--- config.mk ---
export PLATFORM = sky130hd
export DESIGN_NAME = adc_result_spi_readout
export DESIGN_NICKNAME = d
export VERILOG_FILES = /design/src/core/adc_result_fifo.sv /design/src/core/adc_readout_pkg.sv /design/src/core/adc_result_spi_readout.sv
export SDC_FILE = /design/constraint.sdc
export NUM_CORES = 1
export LEC_CHECK = 0
export ABC_CLOCK_PERIOD_IN_PS = 3800
export BUFFER_PORTS_ARGS = -buffer_cell sky130_fd_sc_hd__clkbuf_2
export CORE_MARGIN = 2
export CORE_UTILIZATION = 62
export DETAILED_ROUTE_END_ITERATION = 8
export PLACE_DENSITY_LB_ADDON = 0.12
export SLEW_MARGIN = 0
export SYNTH_ARGS = -nofsm -noshare
export SYNTH_HDL_FRONTEND = slang
export SYNTH_SLANG_ARGS = --single-unit
--- constraint.sdc ---
create_clock -name clk -period 3.8 [get_ports clk]
set_input_delay 0 -clock clk [delete_from_list [all_inputs] [get_ports clk]]
set_output_delay 0 -clock clk [all_outputs]
set_load 0.01 [all_outputs]
--- src/core/adc_result_fifo.sv ---
/*
  Holds no logic: the result FIFO module sits in the readout core file beside its user.
  Assumes that core file is part of every build that uses the readout.
*/

--- src/core/adc_readout_pkg.sv ---
/*
  Shared constants and carrier types for the converter result readout.
  Assumes a single 250 MHz system clock and a slow external serial link.
*/
package adc_readout_pkg;
  localparam int RESULT_W = 16;
  localparam int LEAD_ZEROS = 8;
  localparam int FRAME_BITS = 24;
  localparam int CONV_START_EDGE = 6;
  localparam int FIFO_DEPTH = 16;
  localparam logic [4:0] BIT_CNT_RESET = 5'h00;
  localparam logic [4:0] LAST_EDGE = 5'h18;

  typedef enum logic [2:0] {
    ST_SHUTDOWN = 3'b001,
    ST_ACQUIRE = 3'b010,
    ST_CONVERT = 3'b100
  } conv_state_e;

  typedef struct packed {
    logic sclk;
    logic cs_n;
  } link_in_s;

  typedef struct packed {
    logic dout_o;
    logic dout_oe;
  } link_out_s;
endpackage

--- src/core/adc_result_spi_readout.sv ---
/*
  Serial readout of a 16-bit converter result: leading zero byte, then result MSB first.
  Also holds the result FIFO that buffers converter words ahead of the shifter.
  Assumes the master drives chip select and an idle-low serial clock; both pins are
  sampled by clk, which must run several times faster than the serial clock.
*/
// Overview of operation
// Full result needs three back-to-back byte transfers with chip select low.
// Data output changes only on serial clock falling edges.
// Master captures each data bit on the serial clock rising edge.
// First byte transfer carries only zero bits.
// Second byte carries result MSB down to bit 8.
// Third byte carries result bits 7 down to 0.
// Host acts as link master and alone makes the serial clock.
// Master moves 8 bits per transfer, full duplex; received bytes matter.
// Master sets its port enable bit to 1.
// Master clears clock polarity bit, serial clock idles low.
// Master mode field is 0001, oscillator divided by 16.
// Master clears sample phase bit, samples mid data period.
// Master sets clock edge select bit to 1.
// Chip select fall starts acquisition, drives output low; convert after sixth clock.
// Extra clocks after last bit give zeros, conversion state unchanged.
// Chip select rise after last bit clears registers, enters shutdown.
// Chip select rise mid-conversion aborts it and enters shutdown.
// Master keeps chip select low across all three bytes.
`timescale 1ns/10ps
module adc_result_spi_readout
  import adc_readout_pkg::*;
#(
  parameter int WIDTH = adc_readout_pkg::RESULT_W,
  parameter int DEPTH = adc_readout_pkg::FIFO_DEPTH
) (
  // Clock and reset
  input wire logic clk,
  input wire logic sys_rst,
  // Serial link pins
  input wire adc_readout_pkg::link_in_s link_in,
  output adc_readout_pkg::link_out_s link_out,
  // Sample source
  input wire logic sample_valid,
  output logic sample_ready,
  input wire logic [WIDTH-1:0] sample_data,
  // Status
  output logic converting,
  output logic shutdown
);
  import adc_readout_pkg::*;

  logic [1:0] sclk_sync_reg;
  logic [1:0] cs_sync_reg;
  logic sclk_prev_reg;
  logic cs_prev_reg;
  logic [4:0] edge_cnt_reg;
  logic [4:0] edge_cnt_next;
  logic [WIDTH-1:0] shift_reg;
  logic [WIDTH-1:0] shift_next;
  logic dout_reg;
  logic dout_next;
  logic oe_reg;
  conv_state_e state_reg;
  conv_state_e state_next;
  logic fifo_valid;
  logic [WIDTH-1:0] fifo_data;

  // Two-stage synchronisers; only the second stage is read
  always_ff @(posedge clk) begin
    if (sys_rst) begin
      sclk_sync_reg <= 2'h0;
      cs_sync_reg <= 2'h3;
      sclk_prev_reg <= 1'b0;
      cs_prev_reg <= 1'b1;
    end else begin
      sclk_sync_reg <= {sclk_sync_reg[0], link_in.sclk};
      cs_sync_reg <= {cs_sync_reg[0], link_in.cs_n};
      sclk_prev_reg <= sclk_sync_reg[1];
      cs_prev_reg <= cs_sync_reg[1];
    end
  end

  wire sclk_s = sclk_sync_reg[1];
  wire cs_n_s = cs_sync_reg[1];
  wire cs_fall = cs_prev_reg && !cs_n_s;
  wire cs_rise = !cs_prev_reg && cs_n_s;
  wire sclk_fall = sclk_prev_reg && !sclk_s && !cs_n_s;
  wire sclk_rise = !sclk_prev_reg && sclk_s && !cs_n_s;
  wire frame_done = (edge_cnt_reg >= LAST_EDGE);
  wire in_lead = (edge_cnt_reg < 5'(LEAD_ZEROS - 1));
  wire conv_start = sclk_rise && (edge_cnt_reg == 5'(CONV_START_EDGE - 1));
  wire take_sample = conv_start && fifo_valid;

  adc_result_fifo #(
    .WIDTH(WIDTH),
    .DEPTH(DEPTH)
  ) u_fifo (
    .clk(clk),
    .sys_rst(sys_rst),
    .in_valid(sample_valid),
    .in_ready(sample_ready),
    .in_data(sample_data),
    .out_valid(fifo_valid),
    .out_ready(take_sample),
    .out_data(fifo_data)
  );

  // Conversion state
  always_comb begin
    state_next = state_reg;
    case (state_reg)
      ST_SHUTDOWN: begin
        if (cs_fall) begin
          state_next = ST_ACQUIRE;
        end
      end
      ST_ACQUIRE: begin
        if (cs_rise) begin
          state_next = ST_SHUTDOWN;
        end else if (conv_start) begin
          state_next = ST_CONVERT;
        end
      end
      ST_CONVERT: begin
        if (cs_rise) begin
          state_next = ST_SHUTDOWN;
        end
      end
      default: state_next = ST_SHUTDOWN;
    endcase
  end

  // Falling-edge counter and output shifter
  always_comb begin
    edge_cnt_next = edge_cnt_reg;
    shift_next = shift_reg;
    dout_next = dout_reg;
    if (cs_rise || cs_fall) begin
      edge_cnt_next = BIT_CNT_RESET;
      shift_next = '0;
      dout_next = 1'b0;
    end else begin
      if (take_sample) begin
        shift_next = fifo_data;
      end
      if (sclk_fall) begin
        if (frame_done) begin
          dout_next = 1'b0;
        end else begin
          edge_cnt_next = edge_cnt_reg + 5'h01;
          if (in_lead) begin
            dout_next = 1'b0;
          end else if (edge_cnt_reg == LAST_EDGE - 5'h01) begin
            dout_next = 1'b0;
          end else begin
            dout_next = shift_reg[WIDTH-1];
            shift_next = {shift_reg[WIDTH-2:0], 1'b0};
          end
        end
      end
    end
  end

  always_ff @(posedge clk) begin
    if (sys_rst) begin
      state_reg <= ST_SHUTDOWN;
      edge_cnt_reg <= BIT_CNT_RESET;
      shift_reg <= '0;
      dout_reg <= 1'b0;
      oe_reg <= 1'b0;
    end else begin
      state_reg <= state_next;
      edge_cnt_reg <= edge_cnt_next;
      shift_reg <= shift_next;
      dout_reg <= dout_next;
      oe_reg <= !cs_n_s;
    end
  end

  assign link_out.dout_o = dout_reg;
  assign link_out.dout_oe = oe_reg;
  assign converting = (state_reg == ST_CONVERT);
  assign shutdown = (state_reg == ST_SHUTDOWN);
endmodule

// Result FIFO, valid and ready on both sides; write and read may share a cycle
module adc_result_fifo #(
  parameter int WIDTH = 16,
  parameter int DEPTH = 16
) (
  // Clock and reset
  input wire logic clk,
  input wire logic sys_rst,
  // Fill side
  input wire logic in_valid,
  output logic in_ready,
  input wire logic [WIDTH-1:0] in_data,
  // Drain side
  output logic out_valid,
  input wire logic out_ready,
  output logic [WIDTH-1:0] out_data
);
  localparam int AW = $clog2(DEPTH);
  logic [WIDTH-1:0] mem [DEPTH];
  logic [AW-1:0] wr_ptr_reg;
  logic [AW-1:0] rd_ptr_reg;
  logic [AW:0] count_reg;
  wire do_wr = in_valid && in_ready;
  wire do_rd = out_valid && out_ready;

  assign in_ready = (count_reg != (AW+1)'(DEPTH));
  assign out_valid = (count_reg != '0);
  assign out_data = mem[rd_ptr_reg];

  always_ff @(posedge clk) begin
    if (do_wr) begin
      mem[wr_ptr_reg] <= in_data;
    end
  end

  always_ff @(posedge clk) begin
    if (sys_rst) begin
      wr_ptr_reg <= '0;
      rd_ptr_reg <= '0;
      count_reg <= '0;
    end else begin
      if (do_wr) begin
        wr_ptr_reg <= (wr_ptr_reg == AW'(DEPTH-1)) ? '0 : wr_ptr_reg + 1'b1;
      end
      if (do_rd) begin
        rd_ptr_reg <= (rd_ptr_reg == AW'(DEPTH-1)) ? '0 : rd_ptr_reg + 1'b1;
      end
      count_reg <= count_reg + (AW+1)'(do_wr) - (AW+1)'(do_rd);
    end
  end
endmodule

==> run summary, run 1 <==
status = finished clean
clk slew on worst S/H paths = 60 ps
CP Launch Type = register
Largest register FFs = 256
VDD IR max = 410 µV
Final Skew = 7.92 ps
Die Y = 144 µm
most area-hungry cell type in the Yosys netlist = edfxtp_1
largest net degree at the start of global routing = 42
via count = 6632
nets@finish = 821
count leader, synth = edfxtp_1
Leakage = 4.51 nW
Synth area leaders = edfxtp_1, dfxtp_1, mux4_2
WP data arrival = 3440 ps
crit path capture type = register
Root Driver = clkbuf_16
net count after synthesis = 761
core area = 0.0193 mm²
vias in the first global route = 6654
Synth Area in XOR/XNOR = 0.00722
drt first-iter violations = 542
Tot GR Track Use = 0.257
Die Wd = 144 µm
r2r startpoint = u_fifo.count_reg[3]
Adder-Cell Fraction of Synth Area = 0.0182
met2 WL post-DR = 13100 µm
# diodes = 0
vias per inst = 6.19
Yosys cell types = 52
fillers = 1209
metal3 WL = 1420 µm
synth cell count leaders = edfxtp_1, mux2i_1, dfxtp_1, mux4_2, a22oi_1
layout cells sized above 1 = 0.202
max-slew violations = 0
largest family of logic cells by synthesized area = multiplexers
crit-path max FO = 5
Hold Fails Final Rpt = 0
yosys warns = 0
# rows = 51
antenna violation net count after detailed routing = 0
Setup Fix Bufs, Post-CTS = 0
worst slew pin tran = 1050 ps
die area = 0.0207 mm²
Clock Latency Late Sink = 550 ps
RSZ-0062 raised after global routing = no
PostCTS Resize Cnt = 0
Synth Area in Compound Gates = 0.0759
pwr/cell area = 522 mW/mm²
final period demand of the worst path = 3030 ps
PortBufs = 25
initial antenna violation count = 0
main flop type after synthesis = edfxtp_1
DRT Pass-1 Iters = 5
H-tree levels = 1
fin cells = 1072
highest routed layer = met4
met1 wire length = 10400 µm
Clock Path Buffers = 3
crit path capture = u_fifo.count_reg[4]
Max Cap Viol = 0
share of the synthesized area in the top cell type = 0.634
Slew HR = 0.301
FF+latch count, synth = 305
Critical Path RT = 4210 ps
CTS tree = done
Avg Cell Area, Syn = 16.8 µm²
capture point of the worst reg-to-reg path = u_fifo.count_reg[4]
crit path from = u_fifo.count_reg[3]
post-synthesis simple-gate area fraction = 0.0469
Hold Crit Class = input port to register
Remaining Overflow, GRT = 0
Fmax = 0.330 GHz
Area growth, synth to finish = 14.5%
DPL Wire Length = 15700 µm
final setup violation count = 0
first-pass GRT wire length = 38900 µm
drt wl/cell = 24.0 µm
Post-Route Setup TNS = 0 ps
placed instance count = 995
cts hold-fix bufs = 21
clk sinks = 305
part of the Yosys area used for sequential elements = 0.715
post-synthesis mux area share = 0.113
drc violations = 0
Initial Util = 0.627
IO Pins = 26
EDFF count, synth = 256
CTS Buf Count = 30
Total Wirelength = 25700 µm
Synth async-reset ratio = 0
Syn Inst Count = 723
flop2flop setup slack = 770 ps
GPL Wtd Cong = 0.800
Reg2Reg Depth = 14
mapped cell area = 0.0121 mm²
period utilization = 0.797
Setup Crit Path Kind = register to register
-- per-stage QoR --
| step | total power [mW] | util | hold WS (ps) | setup slack [ps] | cell area (µm²) |
|---|---|---|---|---|---|
| 5_1_grt | 7.47 | 0.719 | 180 | 588 | 13900 |
| 2_1_floorplan | 4.06 | - | 71.6 | 888 | 12100 |
| 3_5_place_dp | 4.23 | 0.653 | 188 | 778 | 12600 |
| 3_3_place_gp | 4.20 | 0.653 | 182 | 877 | 12600 |
| 4_1_cts | 7.29 | 0.719 | 165 | 756 | 13900 |
| 6_report | 7.26 | 0.719 | 179 | 772 | 13900 |
-- critical path, cell delays in order, from the launching register on --
cell	delay (ps)
dfxtp_1	320
inv_1	80
ha_1	160
or4b_2	610
nand3_1	130
inv_1	100
ha_1	280
inv_1	40
ha_1	210
fa_1	440
a21oi_1	150
nor2_1	50
nor2_1	110
xnor2_1	150
nor2_1	70
-- worst min-delay path by stage --
| stage | start | end | slack [ps] | cells after the start |
|---|---|---|---|---|
| 2_1_floorplan | sys_rst | sclk_prev_reg | 70 | 1 |
| 3_3_place_gp | link_in[0] | cs_sync_reg[0] | 180 | 2 |
| 3_5_place_dp | link_in[0] | cs_sync_reg[0] | 190 | 2 |
| 4_1_cts | link_in[0] | cs_sync_reg[0] | 160 | 3 |
| 5_1_grt | link_in[0] | cs_sync_reg[0] | 180 | 3 |
| 6_report | link_in[0] | cs_sync_reg[0] | 180 | 3 |
-- cell type report --
cell class                      count  area, µm²  share of cell area
Sequential cell                   305       8670               0.624
Multi-Input combinational cell    352       3220               0.232
Clock buffer                       44        895              0.0644
Timing Repair Buffer               71        523              0.0376
Tap cell                          265        332              0.0239
Clock inverter                     12        160              0.0115
Inverter                           23       86.3             0.00621
-- kinds of logic after synthesis --
family | count (synthesis)
adder cells (fa/ha/maj) | 17
AND/OR/NAND/NOR | 102
buffers and inverters | 66
XOR/XNOR | 10
multiplexers | 97
flip-flops | 305
AO/OA/AOI/OAI | 126
-- layout by cell type, fill, tap and decap left out, types with 7 or more instances in the layout --
| master | instances |
|---|---|
| a21oi_1 | 23 |
| a22oi_1 | 30 |
| a31oi_1 | 10 |
| a41oi_2 | 7 |
| and4b_1 | 7 |
| buf_4 | 25 |
| clkbuf_16 | 31 |
| clkbuf_2 | 25 |
| clkbuf_8 | 7 |
| dfxtp_1 | 47 |
| dlygate4sd3_1 | 21 |
| edfxtp_1 | 256 |
| ha_1 | 16 |
| inv_1 | 23 |
| mux2i_1 | 65 |
| mux4_2 | 32 |
| nand2_1 | 21 |
| nand3_1 | 7 |
| nor2_1 | 21 |
| o21ai_0 | 29 |
| o221ai_1 | 9 |
-- power by group --
| group | internal (mW) | switching (mW) | total [mW] |
|---|---|---|---|
| sequential | 3.71 | 0.0340 | 3.75 |
| clock | 1.89 | 1.18 | 3.08 |
| combinational | 0.165 | 0.268 | 0.432 |
-- per-layer routing --
metal,GRT usage,vias up
met3,0.0413,49
met5,0,-
met2,0.445,222
li1,-,2979
met4,0.0800,0
met1,0.339,3382
(Power assumes the default switching activity.)
==> run 2: changes to the inputs <==
Settings changed: ABC_CLOCK_PERIOD_IN_PS 3800 to 2900.
Clock period 3.8 ns to 2.9 ns, I/O delays scaled along.
==> run 2 against run 1 <==
- hold slack gained 6.3 ps
- final cell count increased by 0.65%
- critical path type unchanged
- power increased by 26%
- maximum frequency up 11%
- sequential share of layout area hardly changed
- final area about the same
- critical endpoint unchanged
==> run summary, run 2 (same netlist as run 1, synthesis figures left out) <==
final period demand of the worst path = 2730 ps (-300 ps)
max-slew violations = 0 (unchanged)
period utilization = 0.941 (+0.144)
clk sinks = 305 (unchanged)
fillers = 1198 (-0.91%)
worst slack, placed = -68.2 ps (-846 ps)
layout cells sized above 1 = 0.209 (+0.00686)
# diodes = 0 (unchanged)
drt wl/cell = 23.4 µm (-2.4%)
Setup Crit Path Kind = register to register
Clock Latency Late Sink = 540 ps (about the same)
Initial Util = 0.627 (unchanged)
drt first-iter violations = 708 (+31%)
Setup Fix Bufs, Post-CTS = 0 (unchanged)
Die Y = 144 µm (unchanged)
WP data arrival = 3140 ps (-300 ps)
crit path capture type = register
commonest non-fill, non-tap cell in the layout = edfxtp_1
VDD IR max = 541 µV (+32%)
Leakage = 4.50 nW (-0.17%)
# rows = 51 (unchanged)
Tot GR Track Use = 0.256 (-0.00169)
Hold Crit Class = input port to register
Final Skew = 7.36 ps (-0.560 ps)
most frequent cells in the layout = edfxtp_1, mux2i_1, dfxtp_1
footprint of the multi-input gates = 0.00324 mm² (+0.43%)
placed instance count = 1006 (+1.1%)
status = finished clean
CTS Buf Count = 30 (unchanged)
first-pass GRT wire length = 38800 µm (about the same)
Critical Path RT = 3310 ps (-900 ps)
Total Wirelength = 25200 µm (-1.8%)
largest net degree at the start of global routing = 40 (-4.8%)
vias per inst = 6.15 (-0.56%)
Max Cap Viol = 0 (unchanged)
drc violations = 0 (unchanged)
nets@finish = 832 (+1.3%)
H-tree levels = 1 (unchanged)
worst setup margin = 173 ps (-600 ps)
Area growth, synth to finish = 14.5% (about the same)
worst slew pin tran = 1120 ps (+71.5 ps)
vias in the first global route = 6675 (+0.32%)
GPL Wtd Cong = 0.818 (+2.2%)
Slew HR = 0.253 (-0.0477)
flop2flop setup slack = 170 ps (-600 ps)
RSZ-0062 raised after global routing = no
Largest register FFs = 256 (unchanged)
Hold Fails Final Rpt = 0 (unchanged)
clk slew on worst S/H paths = 60 ps (about the same)
final setup violation count = 0 (unchanged)
fin cells = 1079 (+0.65%)
initial antenna violation count = 0 (unchanged)
crit-path max FO = 2 (-3)
core area = 0.0193 mm² (unchanged)
CTS tree = done
antenna violation net count after detailed routing = 0 (unchanged)
Root Driver = clkbuf_16
pwr/cell area = 657 mW/mm² (+26%)
Clock Path Buffers = 3 (unchanged)
DPL Wire Length = 15100 µm (-3.7%)
Die Wd = 144 µm (unchanged)
Remaining Overflow, GRT = 0 (unchanged)
die area = 0.0207 mm² (unchanged)
PortBufs = 25 (unchanged)
FF/Latch Area = 0.00867 mm² (unchanged)
IO Pins = 26 (unchanged)
DRT Pass-1 Iters = 5 (unchanged)
via count = 6638 (+0.090%)
CP Launch Type = register
Fmax = 0.367 GHz (+11%)
==> run 2: cell types whose count changed in the layout (fill, tap and decap cells not counted), moves of 2 or more <==
cell / before / now
buf_4: 25 / 34
clkbuf_8: 7 / 0
clkinv_1: 2 / 8
buf_12: 0 / 2
bufinv_16: 4 / 2
clkbuf_1: 6 / 4
==> run 2: cell type report <==
cell class	count	area share
clock buffers	35	0.0569
well taps	265	0.0239
flip-flops and latches	305	0.624
inverters	23	0.00622
multi-input cells	352	0.233
clock inverters	17	0.0100
repair buffers	82	0.0454
==> run 2: per-layer routing <==
layer / wire, µm / track usage / share of wire
met1: 10600 / 0.355 / 0.42
met2: 12800 / 0.438 / 0.51
met3: 1360 / 0.0320 / 0.054
met4: 477 / 0.0609 / 0.019
met5: 0 / 0 / 0
==> run 2: final timing paths <==
path	endpoint	cells after the start	from
setup / recovery	u_fifo.count_reg[4]	14	u_fifo.count_reg[2]
hold / removal	cs_sync_reg[0]	3	link_in[0]
setup reg to reg	u_fifo.count_reg[4]	14	u_fifo.count_reg[2]
hold reg to reg	cs_sync_reg[1]	1	cs_sync_reg[0]
==> run 2: what timing repair did <==
| action | in CTS | in global routing |
|---|---|---|
| endpoints found under the hold margin | 277 | 0 |
| resized for setup | 3 | 2 |
| setup endpoints to repair | 1 | 1 |
| hold buffers | 21 | 0 |
| pin swaps | 0 | 1 |
==> run 2: per-stage QoR <==
| step | area [µm²] | hold WS, ps | util | TNS, ps | total power [mW] |
|---|---|---|---|---|---|
| after detailed placement | 12700 | 191 | 0.659 | -68.2 | 5.53 |
| final | 13900 | 185 | 0.718 | 0 | 9.12 |
| after global routing | 13900 | 215 | 0.718 | 0 | 9.41 |
| after floorplan | 12100 | 71.6 | - | -739 | 5.32 |
| after CTS | 13900 | 172 | 0.718 | 0 | 9.16 |
| after global placement | 12700 | 182 | 0.659 | 0 | 5.49 |
==> run 2: critical path: stages (launching register included) <==
cell and delay [ps]:
dfxtp_1 310, inv_1 70, ha_2 180, or4b_4 470, nand3_2 100, inv_1 60
ha_1 270, inv_1 40, ha_1 210, fa_2 380, a21oi_1 140, nor2_1 50
nor2_1 130, xnor2_1 130, nor2_1 60
==> run 2: power by group <==
group / internal (mW) / total, mW / switching, mW / leakage [nW]
Clock: 2.11 / 3.65 / 1.54 / 0.450
Sequential: 4.87 / 4.91 / 0.0450 / 2.71
Combinational: 0.229 / 0.565 / 0.336 / 1.34
Total: 7.20 / 9.12 / 1.92 / 4.50
==> run 3: changes to the inputs <==
Settings changed: CORE_UTILIZATION 62 to 55.
==> run 3 against run 2 <==
- final cell count up 1.7%
- core utilization down 7.1 points
- first-iteration DRC count down 22%
- count of clock-buffer cells in the layout up 7
- global-route usage down 2.5 points
- die area up 12%
- hold slack worse by 7.4 ps
- routed wire length up 6.2%
- non-clock buffer count down 2
- via count up 1.3%
- largest cell class unchanged
==> run summary, run 3 (same netlist as run 1, synthesis figures left out) <==
Total Wirelength = 26800 µm (+6.2%)
Tot GR Track Use = 0.231 (-0.0252)
Slew HR = 0.554 (+0.301)
Clock Path Buffers = 3 (unchanged)
core area = 0.0218 mm² (+13%)
clk sinks = 305 (unchanged)
Critical Path RT = 3320 ps (about the same)
period utilization = 0.920 (-0.0207)
Remaining Overflow, GRT = 0 (unchanged)
pwr/cell area = 672 mW/mm² (+2.4%)
die area = 0.0233 mm² (+12%)
crit path capture type = register
drt first-iter violations = 552 (-22%)
Clock Latency Late Sink = 560 ps (+20 ps)
initial antenna violation count = 0 (unchanged)
Max Cap Viol = 0 (unchanged)
Setup Fix Bufs, Post-CTS = 0 (unchanged)
crit-path max FO = 2 (unchanged)
GPL Wtd Cong = 0.747 (-8.7%)
Final Skew = 13.3 ps (+5.94 ps)
CTS Buf Count = 31 (+3.3%)
final setup violation count = 0 (unchanged)
Root Driver = clkbuf_16
nets@finish = 831 (-0.12%)
drt wl/cell = 24.4 µm (+4.5%)
Hold Fails Final Rpt = 0 (unchanged)
hold_ws = 178 ps (-7.35 ps)
Area growth, synth to finish = 16.0%
# diodes = 0 (unchanged)
VDD IR max = 536 µV (-0.98%)
first-pass GRT wire length = 40500 µm (+4.2%)
RSZ-0062 raised after global routing = no
vias in the first global route = 6753 (+1.2%)
DPL Wire Length = 15300 µm (+1.2%)
layout cells sized above 1 = 0.217 (+0.00780)
DRT Pass-1 Iters = 5 (unchanged)
Die Wd = 153 µm (+6.0%)
WP data arrival = 3090 ps (-50 ps)
status = finished clean
largest net degree at the start of global routing = 44 (+10%)
PortBufs = 25 (unchanged)
vias per inst = 6.13 (-0.38%)
clk slew on worst S/H paths = 60 ps (about the same)
Hold Crit Class = input port to register
max-slew violations = 0 (unchanged)
fin area = 0.0141 mm² (+1.3%)
Setup Crit Path Kind = register to register
worst slack, placed = -48.8 ps (+19.4 ps)
IO Pins = 26 (unchanged)
H-tree levels = 1 (unchanged)
antenna violation net count after detailed routing = 0 (unchanged)
CP Launch Type = register
Worst path max stage delay = 470 ps (about the same)
Die Y = 153 µm (+6.0%)
worst setup margin = 232 ps (+59.9 ps)
Largest register FFs = 256 (unchanged)
commonest non-fill, non-tap cell in the layout = edfxtp_1
most frequent cells in the layout = edfxtp_1, mux2i_1, dfxtp_1
final period demand of the worst path = 2670 ps (-59.9 ps)
Leakage = 4.58 nW (+1.8%)
Initial Util = 0.558 (-0.0698)
DP Area = 0.0128 mm² (+0.62%)
via count = 6723 (+1.3%)
CTS tree = done
worst slew pin tran = 670 ps (-450 ps)
# rows = 54 (+5.9%)
drc violations = 0 (unchanged)
CP Cell Sequence = inv_1 > ha_1 > or4b_4 > nand3_2 > inv_1 > ha_1 > inv_1 > ha_1 > fa_2 > a21oi_1 > nor2_1 > nor2_1 > xnor2_1 > nor2_1
Fmax = 0.375 GHz (+2.2%)
CP max-delay cell = or4b_4
fillers = 1524 (+27%)
[run 3: path summary, 6_finish.rpt]
| check | from | endpoint | slack [ps] | cells after the start |
|---|---|---|---|---|
| worst max-delay path | u_fifo.count_reg[2] | u_fifo.count_reg[4] | 230 | 14 |
| worst min-delay path | link_in[0] | cs_sync_reg[0] | 180 | 3 |
| worst max register to register | u_fifo.count_reg[2] | u_fifo.count_reg[4] | 230 | 14 |
| worst min register to register | cs_sync_reg[0] | cs_sync_reg[1] | 420 | 1 |
[run 3: layout make-up]
| cell class | instances | area, µm² | share of cell area |
|---|---|---|---|
| inverters | 23 | 86.3 | 0.00613 |
| clock inverters | 15 | 151 | 0.0108 |
| multi-input cells | 352 | 3240 | 0.230 |
| clock buffers | 42 | 877 | 0.0623 |
| well taps | 280 | 350 | 0.0249 |
| flip-flops and latches | 305 | 8670 | 0.616 |
| repair buffers | 80 | 693 | 0.0492 |
[run 3: worst max-delay path, delay by kind of cell (launching register included)]
family,cells,cell delay (ps)
AO/OA/AOI/OAI,1,130
XOR/XNOR,1,120
adder cells (fa/ha/maj),4,1000
buffers and inverters,3,170
flip-flops,1,320
AND/OR/NAND/NOR,5,790
[run 3: what timing repair did]
| action | CTS | global route |
|---|---|---|
| hold buffers | 22 | 0 |
| cloned | 0 | 0 |
| resized for setup | 1 | 3 |
| endpoints found under the hold margin | 270 | 0 |
| pin swaps | 0 | 2 |
| endpoints found under the setup margin | 1 | 1 |
[run 3: routing by layer]
metal	up-vias	share of wire	global-route usage
met3	55	0.050	0.0350
met1	3456	0.42	0.312
met2	212	0.51	0.397
met4	0	0.027	0.0586
li1	3000	-	-
met5	-	0	0
[run 3: metrics by stage]
step | power [mW] | cells | util | TNS [ps]
final | 9.46 | 1097 | 0.647 | 0
after detailed placement | 5.54 | 1018 | 0.589 | -48.8
after floorplan | 5.32 | 723 | - | -739
after global placement | 5.49 | 1018 | 0.589 | 0
after CTS | 9.51 | 1097 | 0.647 | 0
after global routing | 9.76 | 1097 | 0.647 | 0
[run 3: power breakdown]
part	internal (mW)	switching, mW	leakage [nW]
Clock	2.37	1.60	0.508
Sequential	4.87	0.0462	2.71
Combinational	0.233	0.341	1.36
